==> src/serial_channel_pkg.sv <==
`default_nettype none
package serial_channel_pkg;
  // ------------------------------------------------------------
  // Register byte addresses
  // ------------------------------------------------------------
  localparam logic [7:0] ADDR_INT_CTRL = 8'h00;
  localparam logic [7:0] ADDR_COMMAND = 8'h04;
  localparam logic [7:0] ADDR_VEC_CTRL = 8'h08;
  localparam logic [7:0] ADDR_RX_CTRL = 8'h0C;
  localparam logic [7:0] ADDR_CLK_FMT = 8'h10;
  localparam logic [7:0] ADDR_TX_CTRL = 8'h14;
  localparam logic [7:0] ADDR_TX_DATA = 8'h18;
  localparam logic [7:0] ADDR_PRIMARY = 8'h1C;
  localparam logic [7:0] ADDR_RX_ERR = 8'h20;
  localparam logic [7:0] ADDR_VEC_STAT = 8'h24;
  localparam logic [7:0] ADDR_CNT_LOW = 8'h28;
  localparam logic [7:0] ADDR_CNT_HIGH = 8'h2C;
  localparam logic [7:0] ADDR_MODE = 8'h30;
  // ------------------------------------------------------------
  // Field positions
  // ------------------------------------------------------------
  localparam int IC_LEN_MODE = 6;
  localparam int IC_STAT_VEC = 2;
  localparam int RC_AUTO_EN = 5;
  localparam int TC_DTR = 7;
  localparam int TC_BREAK = 4;
  localparam int TC_TX_EN = 3;
  localparam int TC_RTS = 1;
  localparam int PS_TX_EMPTY = 2;
  localparam int RE_ALL_SENT = 0;
  localparam int MD_BUS_MODE = 2;
  // ------------------------------------------------------------
  // Reset values
  // ------------------------------------------------------------
  localparam logic [7:0] RST_CTRL = 8'h00;
  localparam logic [15:0] RST_LEN = 16'h0000;
  localparam logic [2:0] NO_PENDING_CODE = 3'h7;
  // ------------------------------------------------------------
  // Modes and encodings
  // ------------------------------------------------------------
  typedef enum logic [1:0] {
    MODE_ASYNC = 2'h0,
    MODE_SYNC = 2'h1,
    MODE_HDLC = 2'h2
  } frame_mode_t;
  typedef enum logic [2:0] {
    TX_IDLE = 3'h1,
    TX_SHIFT = 3'h2,
    TX_STOP = 3'h4
  } tx_state_t;
  localparam logic [1:0] STOP_ONE = 2'h1;
  localparam logic [1:0] STOP_ONE_HALF = 2'h2;
  // Character framing as set by software
  typedef struct packed {
    logic [1:0] rate;
    logic [1:0] stop;
    logic par_even;
    logic par_en;
    logic [1:0] len;
  } tx_cfg_t;
  // Events from the synchronous/HDLC framer of this channel
  typedef struct packed {
    logic flags_done;
    logic crc_sent;
    logic underrun;
    logic frame_end;
    logic [2:0] residue;
  } framer_evt_t;
endpackage
`default_nettype wire

==> src/serial_channel_status_async_tx.sv <==
`default_nettype none
// How it works
// latch three-bit residue code at frame end
// async all-sent when buffer and shifter empty
// sync or HDLC without length mode: all-sent one
// HDLC length mode: flags set, CRC clears
// vector status returns programmed vector normally
// status-vector substitutes source code in bus-mode bits
// highest pending source; none pending gives ones
// fixed source codes, B then A
// length mode counts transmitted characters
// counter clears on reset, match, reload
// underrun mismatch sends abort, freezes counter
// two command writes load length low, high
// host loads length before enabling transmitter
// request held off after length reached
// start, parity, stop framing; idle mark
// rate field divides bit clock 1/16/32/64
// length code 00=5,01=7,10=6,11=8
// stop bits and parity select
// terminal-ready, break, enable, request-to-send bits
// host programs format register first
// start on falling clock edge, LSB first
// buffer-empty status and request; mark when done
// auto-enable waits for clear-to-send low
module serial_channel_status_async_tx
  import serial_channel_pkg::*;
(
  input wire logic core_clk,
  input wire logic reset,
  input wire logic [7:0] address,
  input wire logic read,
  input wire logic write,
  input wire logic [31:0] writedata,
  output logic [31:0] readdata,
  output logic waitrequest,
  input wire logic transmit_bit_clock,
  input wire logic clear_to_send_n,
  input wire serial_channel_pkg::framer_evt_t framer_evt,
  input wire logic [7:0] pending_sources,
  output logic serial_out,
  output logic terminal_ready_n,
  output logic request_to_send_n,
  output logic transmit_request_output,
  output logic status_change_pulse,
  output logic abort_request
);
  import serial_channel_pkg::*;

  // ------------------------------------------------------------
  // Helpers
  // ------------------------------------------------------------
  // Character length code to data bits
  function automatic logic [3:0] char_bits(input logic [1:0] code);
    case (code)
      2'h0: char_bits = 4'h5;
      2'h1: char_bits = 4'h7;
      2'h2: char_bits = 4'h6;
      default: char_bits = 4'h8;
    endcase
  endfunction

  // Rate code to bit-clock falling edges per bit
  function automatic logic [6:0] rate_div(input logic [1:0] code);
    case (code)
      2'h0: rate_div = 7'h01;
      2'h1: rate_div = 7'h10;
      2'h2: rate_div = 7'h20;
      default: rate_div = 7'h40;
    endcase
  endfunction

  // ------------------------------------------------------------
  // Registers
  // ------------------------------------------------------------
  logic [7:0] int_ctrl_r;
  logic [7:0] vec_ctrl_r;
  logic [7:0] rx_ctrl_r;
  logic [7:0] clk_fmt_r;
  logic [7:0] tx_ctrl_r;
  logic [7:0] mode_r;
  logic [7:0] tx_buf_r;
  logic buf_full_r;
  logic [15:0] len_r;
  logic [15:0] count_r;
  logic [1:0] load_phase_r;
  logic count_done_r;
  logic frozen_r;
  logic hdlc_sent_r;
  logic [2:0] residue_r;
  logic waitrequest_r;
  logic [31:0] readdata_r;
  logic clk_prev_r;
  logic [6:0] edge_cnt_r;
  logic [8:0] shift_r;
  logic [3:0] bits_left_r;
  logic line_r;
  tx_state_t state_r;
  logic serial_out_r;
  logic dtr_n_r;
  logic rts_n_r;
  logic txreq_r;
  logic es_pulse_r;
  logic abort_r;

  // ------------------------------------------------------------
  // Bus decode
  // ------------------------------------------------------------
  // A request completes at the edge where waitrequest is low
  wire req = read | write;
  wire do_wr = write & ~waitrequest_r;
  wire wr_int = do_wr & (address == ADDR_INT_CTRL);
  wire wr_cmd = do_wr & (address == ADDR_COMMAND);
  wire wr_data = do_wr & (address == ADDR_TX_DATA);
  wire [7:0] wbyte = writedata[7:0];
  wire len_set = wr_int & wbyte[IC_LEN_MODE];

  // ------------------------------------------------------------
  // Derived controls
  // ------------------------------------------------------------
  tx_cfg_t cfg;
  assign cfg = '{rate: clk_fmt_r[7:6], stop: clk_fmt_r[3:2], par_even: clk_fmt_r[1],
                 par_en: clk_fmt_r[0], len: tx_ctrl_r[6:5]};
  frame_mode_t fmode;
  assign fmode = frame_mode_t'(mode_r[1:0]);
  wire len_mode = int_ctrl_r[IC_LEN_MODE];
  wire tx_en = tx_ctrl_r[TC_TX_EN];
  wire [6:0] div = rate_div(cfg.rate);
  wire [6:0] half = (div == 7'h01) ? 7'h01 : (div >> 1);
  wire [6:0] stop_len = (cfg.stop == STOP_ONE) ? div :
                        (cfg.stop == STOP_ONE_HALF) ? 7'(div + half) :
                        7'(div << 1);
  wire fall = clk_prev_r & ~transmit_bit_clock;
  wire bit_end = fall & ((state_r == TX_STOP) ? (edge_cnt_r == 7'(stop_len - 7'h01)) :
                                               (edge_cnt_r == 7'(div - 7'h01)));
  wire cts_ok = ~rx_ctrl_r[RC_AUTO_EN] | ~clear_to_send_n;
  wire can_start = tx_en & buf_full_r & cts_ok & fall;
  wire [3:0] nbits = char_bits(cfg.len);
  wire [7:0] dmask = 8'(9'h0FF >> (4'h8 - nbits));
  wire [7:0] dbits = tx_buf_r & dmask;
  wire par_bit = cfg.par_even ? (^dbits) : ~(^dbits);
  wire [8:0] frame = cfg.par_en ? (9'(dbits) | (9'(par_bit) << nbits)) : 9'(dbits);
  wire [3:0] frame_bits = 4'(nbits + {3'h0, cfg.par_en});
  wire idle_next = (state_r == TX_IDLE) & ~can_start;
  wire start_now = can_start & ((state_r == TX_IDLE) | ((state_r == TX_STOP) & bit_end));
  wire count_en = len_mode & ~frozen_r & ~count_done_r & start_now;
  wire count_hit = count_en & (16'(count_r + 16'h0001) == len_r);
  wire mismatch = framer_evt.underrun & (fmode == MODE_HDLC) & len_mode & ~frozen_r
                  & (count_r != len_r);
  wire async_sent = ~buf_full_r & (state_r == TX_IDLE);
  wire all_sent = (fmode == MODE_ASYNC) ? async_sent :
                  (len_mode & (fmode == MODE_HDLC)) ? hdlc_sent_r : 1'b1;

  // Highest code wins among pending sources
  logic [2:0] top_code;
  always_comb
  begin
    top_code = NO_PENDING_CODE;
    for (int i = 0; i < 8; i++)
    begin
      if (pending_sources[i])
      begin
        top_code = 3'(i);
      end
    end
  end
  wire any_pend = |pending_sources;
  wire [2:0] sub_code = any_pend ? top_code : NO_PENDING_CODE;
  wire subst = int_ctrl_r[IC_STAT_VEC];
  wire [7:0] vec_bus1 = {vec_ctrl_r[7:5], sub_code, vec_ctrl_r[1:0]};
  wire [7:0] vec_bus2 = {vec_ctrl_r[7:3], sub_code};
  wire [7:0] vec_stat = ~subst ? vec_ctrl_r :
                        (mode_r[MD_BUS_MODE] ? vec_bus2 : vec_bus1);

  // Read data selection
  logic [7:0] rmux;
  always_comb
  begin
    case (address)
      ADDR_INT_CTRL: rmux = int_ctrl_r;
      ADDR_VEC_CTRL: rmux = vec_ctrl_r;
      ADDR_RX_CTRL: rmux = rx_ctrl_r;
      ADDR_CLK_FMT: rmux = clk_fmt_r;
      ADDR_TX_CTRL: rmux = tx_ctrl_r;
      ADDR_MODE: rmux = mode_r;
      ADDR_PRIMARY: rmux = {5'h00, ~buf_full_r, 2'h0};
      ADDR_RX_ERR: rmux = {4'h0, residue_r, all_sent};
      ADDR_VEC_STAT: rmux = vec_stat;
      ADDR_CNT_LOW: rmux = count_r[7:0];
      ADDR_CNT_HIGH: rmux = count_r[15:8];
      default: rmux = 8'h00;
    endcase
  end

  // ------------------------------------------------------------
  // Bus slave: one wait state on every access
  // ------------------------------------------------------------
  always_ff @(posedge core_clk)
  begin
    if (reset)
    begin
      waitrequest_r <= 1'b1;
      readdata_r <= 32'h0000_0000;
    end
    else
    begin
      waitrequest_r <= ~(req & waitrequest_r);
      if (read & waitrequest_r)
      begin
        readdata_r <= {24'h00_0000, rmux};
      end
    end
  end

  // ------------------------------------------------------------
  // Control registers
  // ------------------------------------------------------------
  always_ff @(posedge core_clk)
  begin
    if (reset)
    begin
      int_ctrl_r <= RST_CTRL;
      vec_ctrl_r <= RST_CTRL;
      rx_ctrl_r <= RST_CTRL;
      clk_fmt_r <= RST_CTRL;
      tx_ctrl_r <= RST_CTRL;
      mode_r <= RST_CTRL;
    end
    else if (do_wr)
    begin
      case (address)
        ADDR_INT_CTRL: int_ctrl_r <= wbyte;
        ADDR_VEC_CTRL: vec_ctrl_r <= wbyte;
        ADDR_RX_CTRL: rx_ctrl_r <= wbyte;
        ADDR_CLK_FMT: clk_fmt_r <= wbyte;
        ADDR_TX_CTRL: tx_ctrl_r <= wbyte;
        ADDR_MODE: mode_r <= wbyte;
        default: ;
      endcase
    end
  end

  // ------------------------------------------------------------
  // Length load and character counter
  // ------------------------------------------------------------
  always_ff @(posedge core_clk)
  begin
    if (reset)
    begin
      len_r <= RST_LEN;
      load_phase_r <= 2'h0;
      count_r <= RST_LEN;
      count_done_r <= 1'b0;
      frozen_r <= 1'b0;
      abort_r <= 1'b0;
    end
    else
    begin
      abort_r <= mismatch;
      if (len_set)
      begin
        load_phase_r <= 2'h2;
        count_r <= RST_LEN;
        count_done_r <= 1'b0;
        frozen_r <= mismatch; // A mismatch in the reload cycle still freezes
      end
      else
      begin
        if (wr_cmd & (load_phase_r == 2'h2))
        begin
          len_r[7:0] <= wbyte;
          load_phase_r <= 2'h1;
        end
        else if (wr_cmd & (load_phase_r == 2'h1))
        begin
          len_r[15:8] <= wbyte;
          load_phase_r <= 2'h0;
        end
        if (mismatch)
        begin
          frozen_r <= 1'b1;
        end
        if (count_hit)
        begin
          count_r <= RST_LEN;
          count_done_r <= 1'b1;
        end
        else if (count_en)
        begin
          count_r <= 16'(count_r + 16'h0001);
        end
      end
    end
  end

  // ------------------------------------------------------------
  // Transmit buffer, frame status and residue
  // ------------------------------------------------------------
  always_ff @(posedge core_clk)
  begin
    if (reset)
    begin
      tx_buf_r <= 8'h00;
      buf_full_r <= 1'b0;
      hdlc_sent_r <= 1'b1;
      residue_r <= 3'h0;
      es_pulse_r <= 1'b0;
    end
    else
    begin
      if (wr_data)
      begin
        tx_buf_r <= wbyte;
      end
      buf_full_r <= wr_data | (buf_full_r & ~start_now);
      if (framer_evt.frame_end)
      begin
        residue_r <= framer_evt.residue;
      end
      if (framer_evt.flags_done)
      begin
        hdlc_sent_r <= 1'b1;
      end
      else if (framer_evt.crc_sent)
      begin
        hdlc_sent_r <= 1'b0;
      end
      es_pulse_r <= framer_evt.flags_done & len_mode & (fmode == MODE_HDLC);
    end
  end

  // ------------------------------------------------------------
  // Transmit shifter
  // ------------------------------------------------------------
  always_ff @(posedge core_clk)
  begin
    if (reset)
    begin
      state_r <= TX_IDLE;
      clk_prev_r <= 1'b1;
      edge_cnt_r <= 7'h00;
      shift_r <= 9'h000;
      bits_left_r <= 4'h0;
      line_r <= 1'b1;
    end
    else
    begin
      clk_prev_r <= transmit_bit_clock;
      if (start_now)
      begin
        state_r <= TX_SHIFT;
        line_r <= 1'b0;
        shift_r <= frame;
        bits_left_r <= frame_bits;
        edge_cnt_r <= 7'h00;
      end
      else if (bit_end & (state_r == TX_SHIFT))
      begin
        edge_cnt_r <= 7'h00;
        if (bits_left_r != 4'h0)
        begin
          line_r <= shift_r[0];
          shift_r <= shift_r >> 1;
          bits_left_r <= 4'(bits_left_r - 4'h1);
        end
        else
        begin
          line_r <= 1'b1;
          state_r <= TX_STOP;
        end
      end
      else if (bit_end & (state_r == TX_STOP))
      begin
        state_r <= TX_IDLE;
        edge_cnt_r <= 7'h00;
      end
      else if (fall & (state_r != TX_IDLE))
      begin
        edge_cnt_r <= 7'(edge_cnt_r + 7'h01);
      end
      else if (idle_next)
      begin
        line_r <= 1'b1;
      end
    end
  end

  // ------------------------------------------------------------
  // Pin outputs
  // ------------------------------------------------------------
  always_ff @(posedge core_clk)
  begin
    if (reset)
    begin
      serial_out_r <= 1'b1;
      dtr_n_r <= 1'b1;
      rts_n_r <= 1'b1;
      txreq_r <= 1'b0;
    end
    else
    begin
      serial_out_r <= line_r & ~tx_ctrl_r[TC_BREAK];
      dtr_n_r <= ~tx_ctrl_r[TC_DTR];
      rts_n_r <= ~tx_ctrl_r[TC_RTS] & all_sent;
      txreq_r <= tx_en & ~buf_full_r & ~wr_data & ~count_done_r & ~frozen_r;
    end
  end

  assign readdata = readdata_r;
  assign waitrequest = waitrequest_r;
  assign serial_out = serial_out_r;
  assign terminal_ready_n = dtr_n_r;
  assign request_to_send_n = rts_n_r;
  assign transmit_request_output = txreq_r;
  assign status_change_pulse = es_pulse_r;
  assign abort_request = abort_r;
endmodule // serial_channel_status_async_tx
`default_nettype wire

==> config.mk <==
export PLATFORM = sky130hd
export DESIGN_NAME = serial_channel_status_async_tx
export DESIGN_NICKNAME = d
export VERILOG_FILES = /design/src/serial_channel_pkg.sv /design/src/serial_channel_status_async_tx.sv
export SDC_FILE = /design/constraint.sdc
export NUM_CORES = 1
export LEC_CHECK = 0
export ABC_AREA = 1
export CAP_MARGIN = 20
export CORE_MARGIN = 4
export CORE_UTILIZATION = 53
export DETAILED_ROUTE_END_ITERATION = 7
export DONT_BUFFER_PORTS = 1
export PLACE_DENSITY = 0.74
export SLEW_MARGIN = 25
export SYNTH_ARGS = -nofsm -noshare
export SYNTH_HDL_FRONTEND = slang
export SYNTH_SLANG_ARGS = --single-unit
export TNS_END_PERCENT = 1
==> constraint.sdc <==
create_clock -name core_clk -period 2.69 [get_ports core_clk]
set_clock_uncertainty 0.15 [all_clocks]
set_input_delay 0 -clock core_clk [delete_from_list [all_inputs] [get_ports core_clk]]
set_output_delay 0 -clock core_clk [all_outputs]
set_load 0.05 [all_outputs]
==> metrics.cfg <==
[outcome]
status=finished with violations
violations=hold timing

[critical_path]
critPathMostFrequentCell=nand3_2
path_cells=buf_6 > ha_2 > inv_2 > nand3_2 > nand2_2 > a21boi_2 > nand3_1 > nand2_1 > nand2_2 > nand3_2 > nand3_2 > nor2_4 > nand3_4 > nand2_8 > buf_8 > nand4_1 > a21oi_2
ff2ff_setup_slack_ps=30
worstReg2RegStart=clk_fmt_r[7]$_SDFFE_PP0P_
slowest_delay_ps=350
setup.worst_path.class=reg -> reg
r2r-end=count_r[3]$_SDFFE_PP0P_
path_max_fanout=6
endpoint_kind=flop
crit_family=simple AND/OR/NAND/NOR gates
crit_arrival_ps=2880
worstSetupStartpointType=flop
required_ps=2900
cp_num_buf_inv=3
reg2reg_depth=17
critPathSlowestCell=dfxtp_2

[clock_network]
numCtsBuffers=17
clock-sinks=137
clk_latency_ps=430
ctsHoldBuffers=53
cts_tree=built
path_clk_slew_ps=60
cts-root-buf=clkbuf_16
clockBufferDepth=2
htreeDepth=4

[worst_hold_path]
min_from=reset
holdPathEnd=shift_r[5]$_SDFFE_PP0P_
hp-class=in -> reg
holdPathStages=1

[synthesis]
yosysSeqAreaShare=0.363
syn_area_per_cell_sq_um=7.12
ys_types=52
yosys_warnings=0
synthCells=1062
syn-cell-area_sq_mm=0.00756
ys_ff_latch=137

[final_layout]
fillers=1117
layout_commonest_cell=nand2_1
diodes=0
post-route-util=0.669
final_nets=1230
reg_top3=count_r: 16 flops, len_r: 16 flops, shift_r: 9 flops
syn_to_final_growth_pct=23.2
layout_common_cells=164 x nand2_1, 134 x dfxtp_1, 133 x inv_1, 107 x a21oi_1, 104 x o21ai_0
layout-drive-gt1-share=0.152

[detailed_routing]
drc=0
drt-vias-per-instance=5.68
routed_wl_mm=22.5
dr.pass1.iters=7
met1_length_mm=9.17
wl_met2_mm=10.7
postRouteAntennaNets=0
top_layer=met4
drtIter0Drc=866
post_drt_wl_per_cell_um=16.8
vias=7622
met3WireLength_mm=1.77

[sta]
relSlewSlack=0.386
hold_viol_final=9
fmax_mhz=375
fin_setup_tns_ps=0
rsz0062_at_grt=true
finalCriticalPeriod_ps=2660
whs_ps=-512
final_max_slew_viol_count=0
tightest_slew_ps=915
setup_viol=0
fin_crit_sh=0.990

[die]
fp.dieArea_sq_mm=0.0162
die_height_um=127
ios=100
rows=43
core_sq_mm=0.0139
initial_utilization=0.543
die_x_um=127

[grt]
grt_pass1_wl_mm=36.1
grt_pass1_vias=7322
gr-total-overflow=0
grt_max_degree=54
antenna_found_initial=0
track_usage=0.277

[placed_design]
dpl.hpwl_mm=14.7
place_congestion=0.975
numPortBuffers=0

[pwr]
leakagePower_nw=3.86
peakVddDrop_mv=0.495
powerDensity_mw_per_mm2=484

[run]
cap_violations=0

cell type report:
cell class                      instances  area (sq um)  area share
Multi-Input combinational cell        747          4250       0.456
Inverter                              145           552      0.0592
Clock buffer                           20           457      0.0490
Tap cell                              180           225      0.0242
Sequential cell                       137          2750       0.295
Timing Repair Buffer                  103           988       0.106
Clock inverter                         10          97.6      0.0105
per-layer routing:
metal / track usage / vias up
li1: - / 3658
met1: 0.344 / 3532
met2: 0.455 / 351
met3: 0.0615 / 81
met4: 0.139 / 0
met5: 0 / -
what timing repair did:
| item | CTS | global route |
|---|---|---|
| setup endpoints to repair | 24 | 55 |
| buffers inserted | 2 | 5 |
| cloned | 2 | 0 |
| pin swaps | 4 | 21 |
| hold endpoints to repair | 115 | 9 |
| resized for setup | 16 | 66 |
cell usage after synthesis, drive strengths merged:
library cell,n,area share
a211oi,1,0.00099
a21boi,1,0.0015
a21o,1,0.00099
a21oi,121,0.085
a221oi,7,0.0081
a22oi,1,0.00099
and3,1,0.00083
buf,29,0.033
clkbuf,28,0.014
conb,1,0.00050
dfxtp,137,0.36
fa,1,0.0026
ha,17,0.028
inv,145,0.072
nand2,182,0.094
nand3,57,0.042
nand3b,4,0.0040
nand4,32,0.027
nor2,89,0.046
nor3,18,0.015
nor4,3,0.0025
o2111ai,3,0.0035
o211ai,5,0.0050
o21a,1,0.00099
o21ai,107,0.071
o21bai,2,0.0020
o221ai,1,0.0012
o22ai,7,0.0058
o2bb2ai,1,0.0012
o311ai,1,0.0012
o31ai,2,0.0020
o32ai,1,0.0012
o41ai,2,0.0023
or2,4,0.0033
or3,1,0.00083
xnor2,21,0.024
xor2,27,0.031
how the worst max path moves through the flow:
stage	from	endpoint	slack [ps]	depth (start not counted)
after global routing	clk_fmt_r[6]$_SDFFE_PP0P_	shift_r[7]$_SDFFE_PP0P_	-110	21
after floorplan	clk_fmt_r[6]$_SDFFE_PP0P_	count_r[0]$_SDFFE_PP0P_	90	17
after CTS	clk_fmt_r[7]$_SDFFE_PP0P_	shift_r[5]$_SDFFE_PP0P_	10	19
after detailed placement	clk_fmt_r[7]$_SDFFE_PP0P_	count_r[12]$_SDFFE_PP0P_	-50	18
after global placement	clk_fmt_r[6]$_SDFFE_PP0P_	count_r[12]$_SDFFE_PP0P_	20	17
final	clk_fmt_r[7]$_SDFFE_PP0P_	count_r[3]$_SDFFE_PP0P_	30	17
per-stage QoR:
step	std cells	hold WS [ps]	power, mW	instance area, sq um	setup slack [ps]
2_1_floorplan	1085	-71.5	2.27	7650	92.3
3_3_place_gp	1250	-76.0	2.28	7840	18.0
3_5_place_dp	1250	-75.8	2.28	7840	-46.1
4_1_cts	1337	-519	4.51	9040	10.7
5_1_grt	1342	-519	4.63	9320	-113
6_report	1342	-512	4.51	9320	26.0
logic make-up (layout without fill, tap and decap cells):
kind of cell,after synthesis,after routing,synth area share
flip-flops,137,137,0.363
AO/OA/AOI/OAI,265,265,0.195
buffers and inverters,202,278,0.120
AND/OR/NAND/NOR,391,392,0.237
other,1,24,0.000496
adder cells (fa/ha/maj),18,18,0.0308
XOR/XNOR,48,48,0.0556
worst reg2reg max path, delay by kind of cell, from the launching register on:
kind	cells	cell delay [ps]
AO/OA/AOI/OAI	2	360
adder cells (fa/ha/maj)	1	180
buffers and inverters	3	320
flip-flops	1	350
AND/OR/NAND/NOR	11	1230
power breakdown:
group	switching [mW]	leakage, nW	internal [mW]
registers	0.00364	1.11	2.03
logic	0.191	2.49	0.0690
clock network	0.904	0.264	1.31
Note: power is estimated with default switching activity, not from simulation.
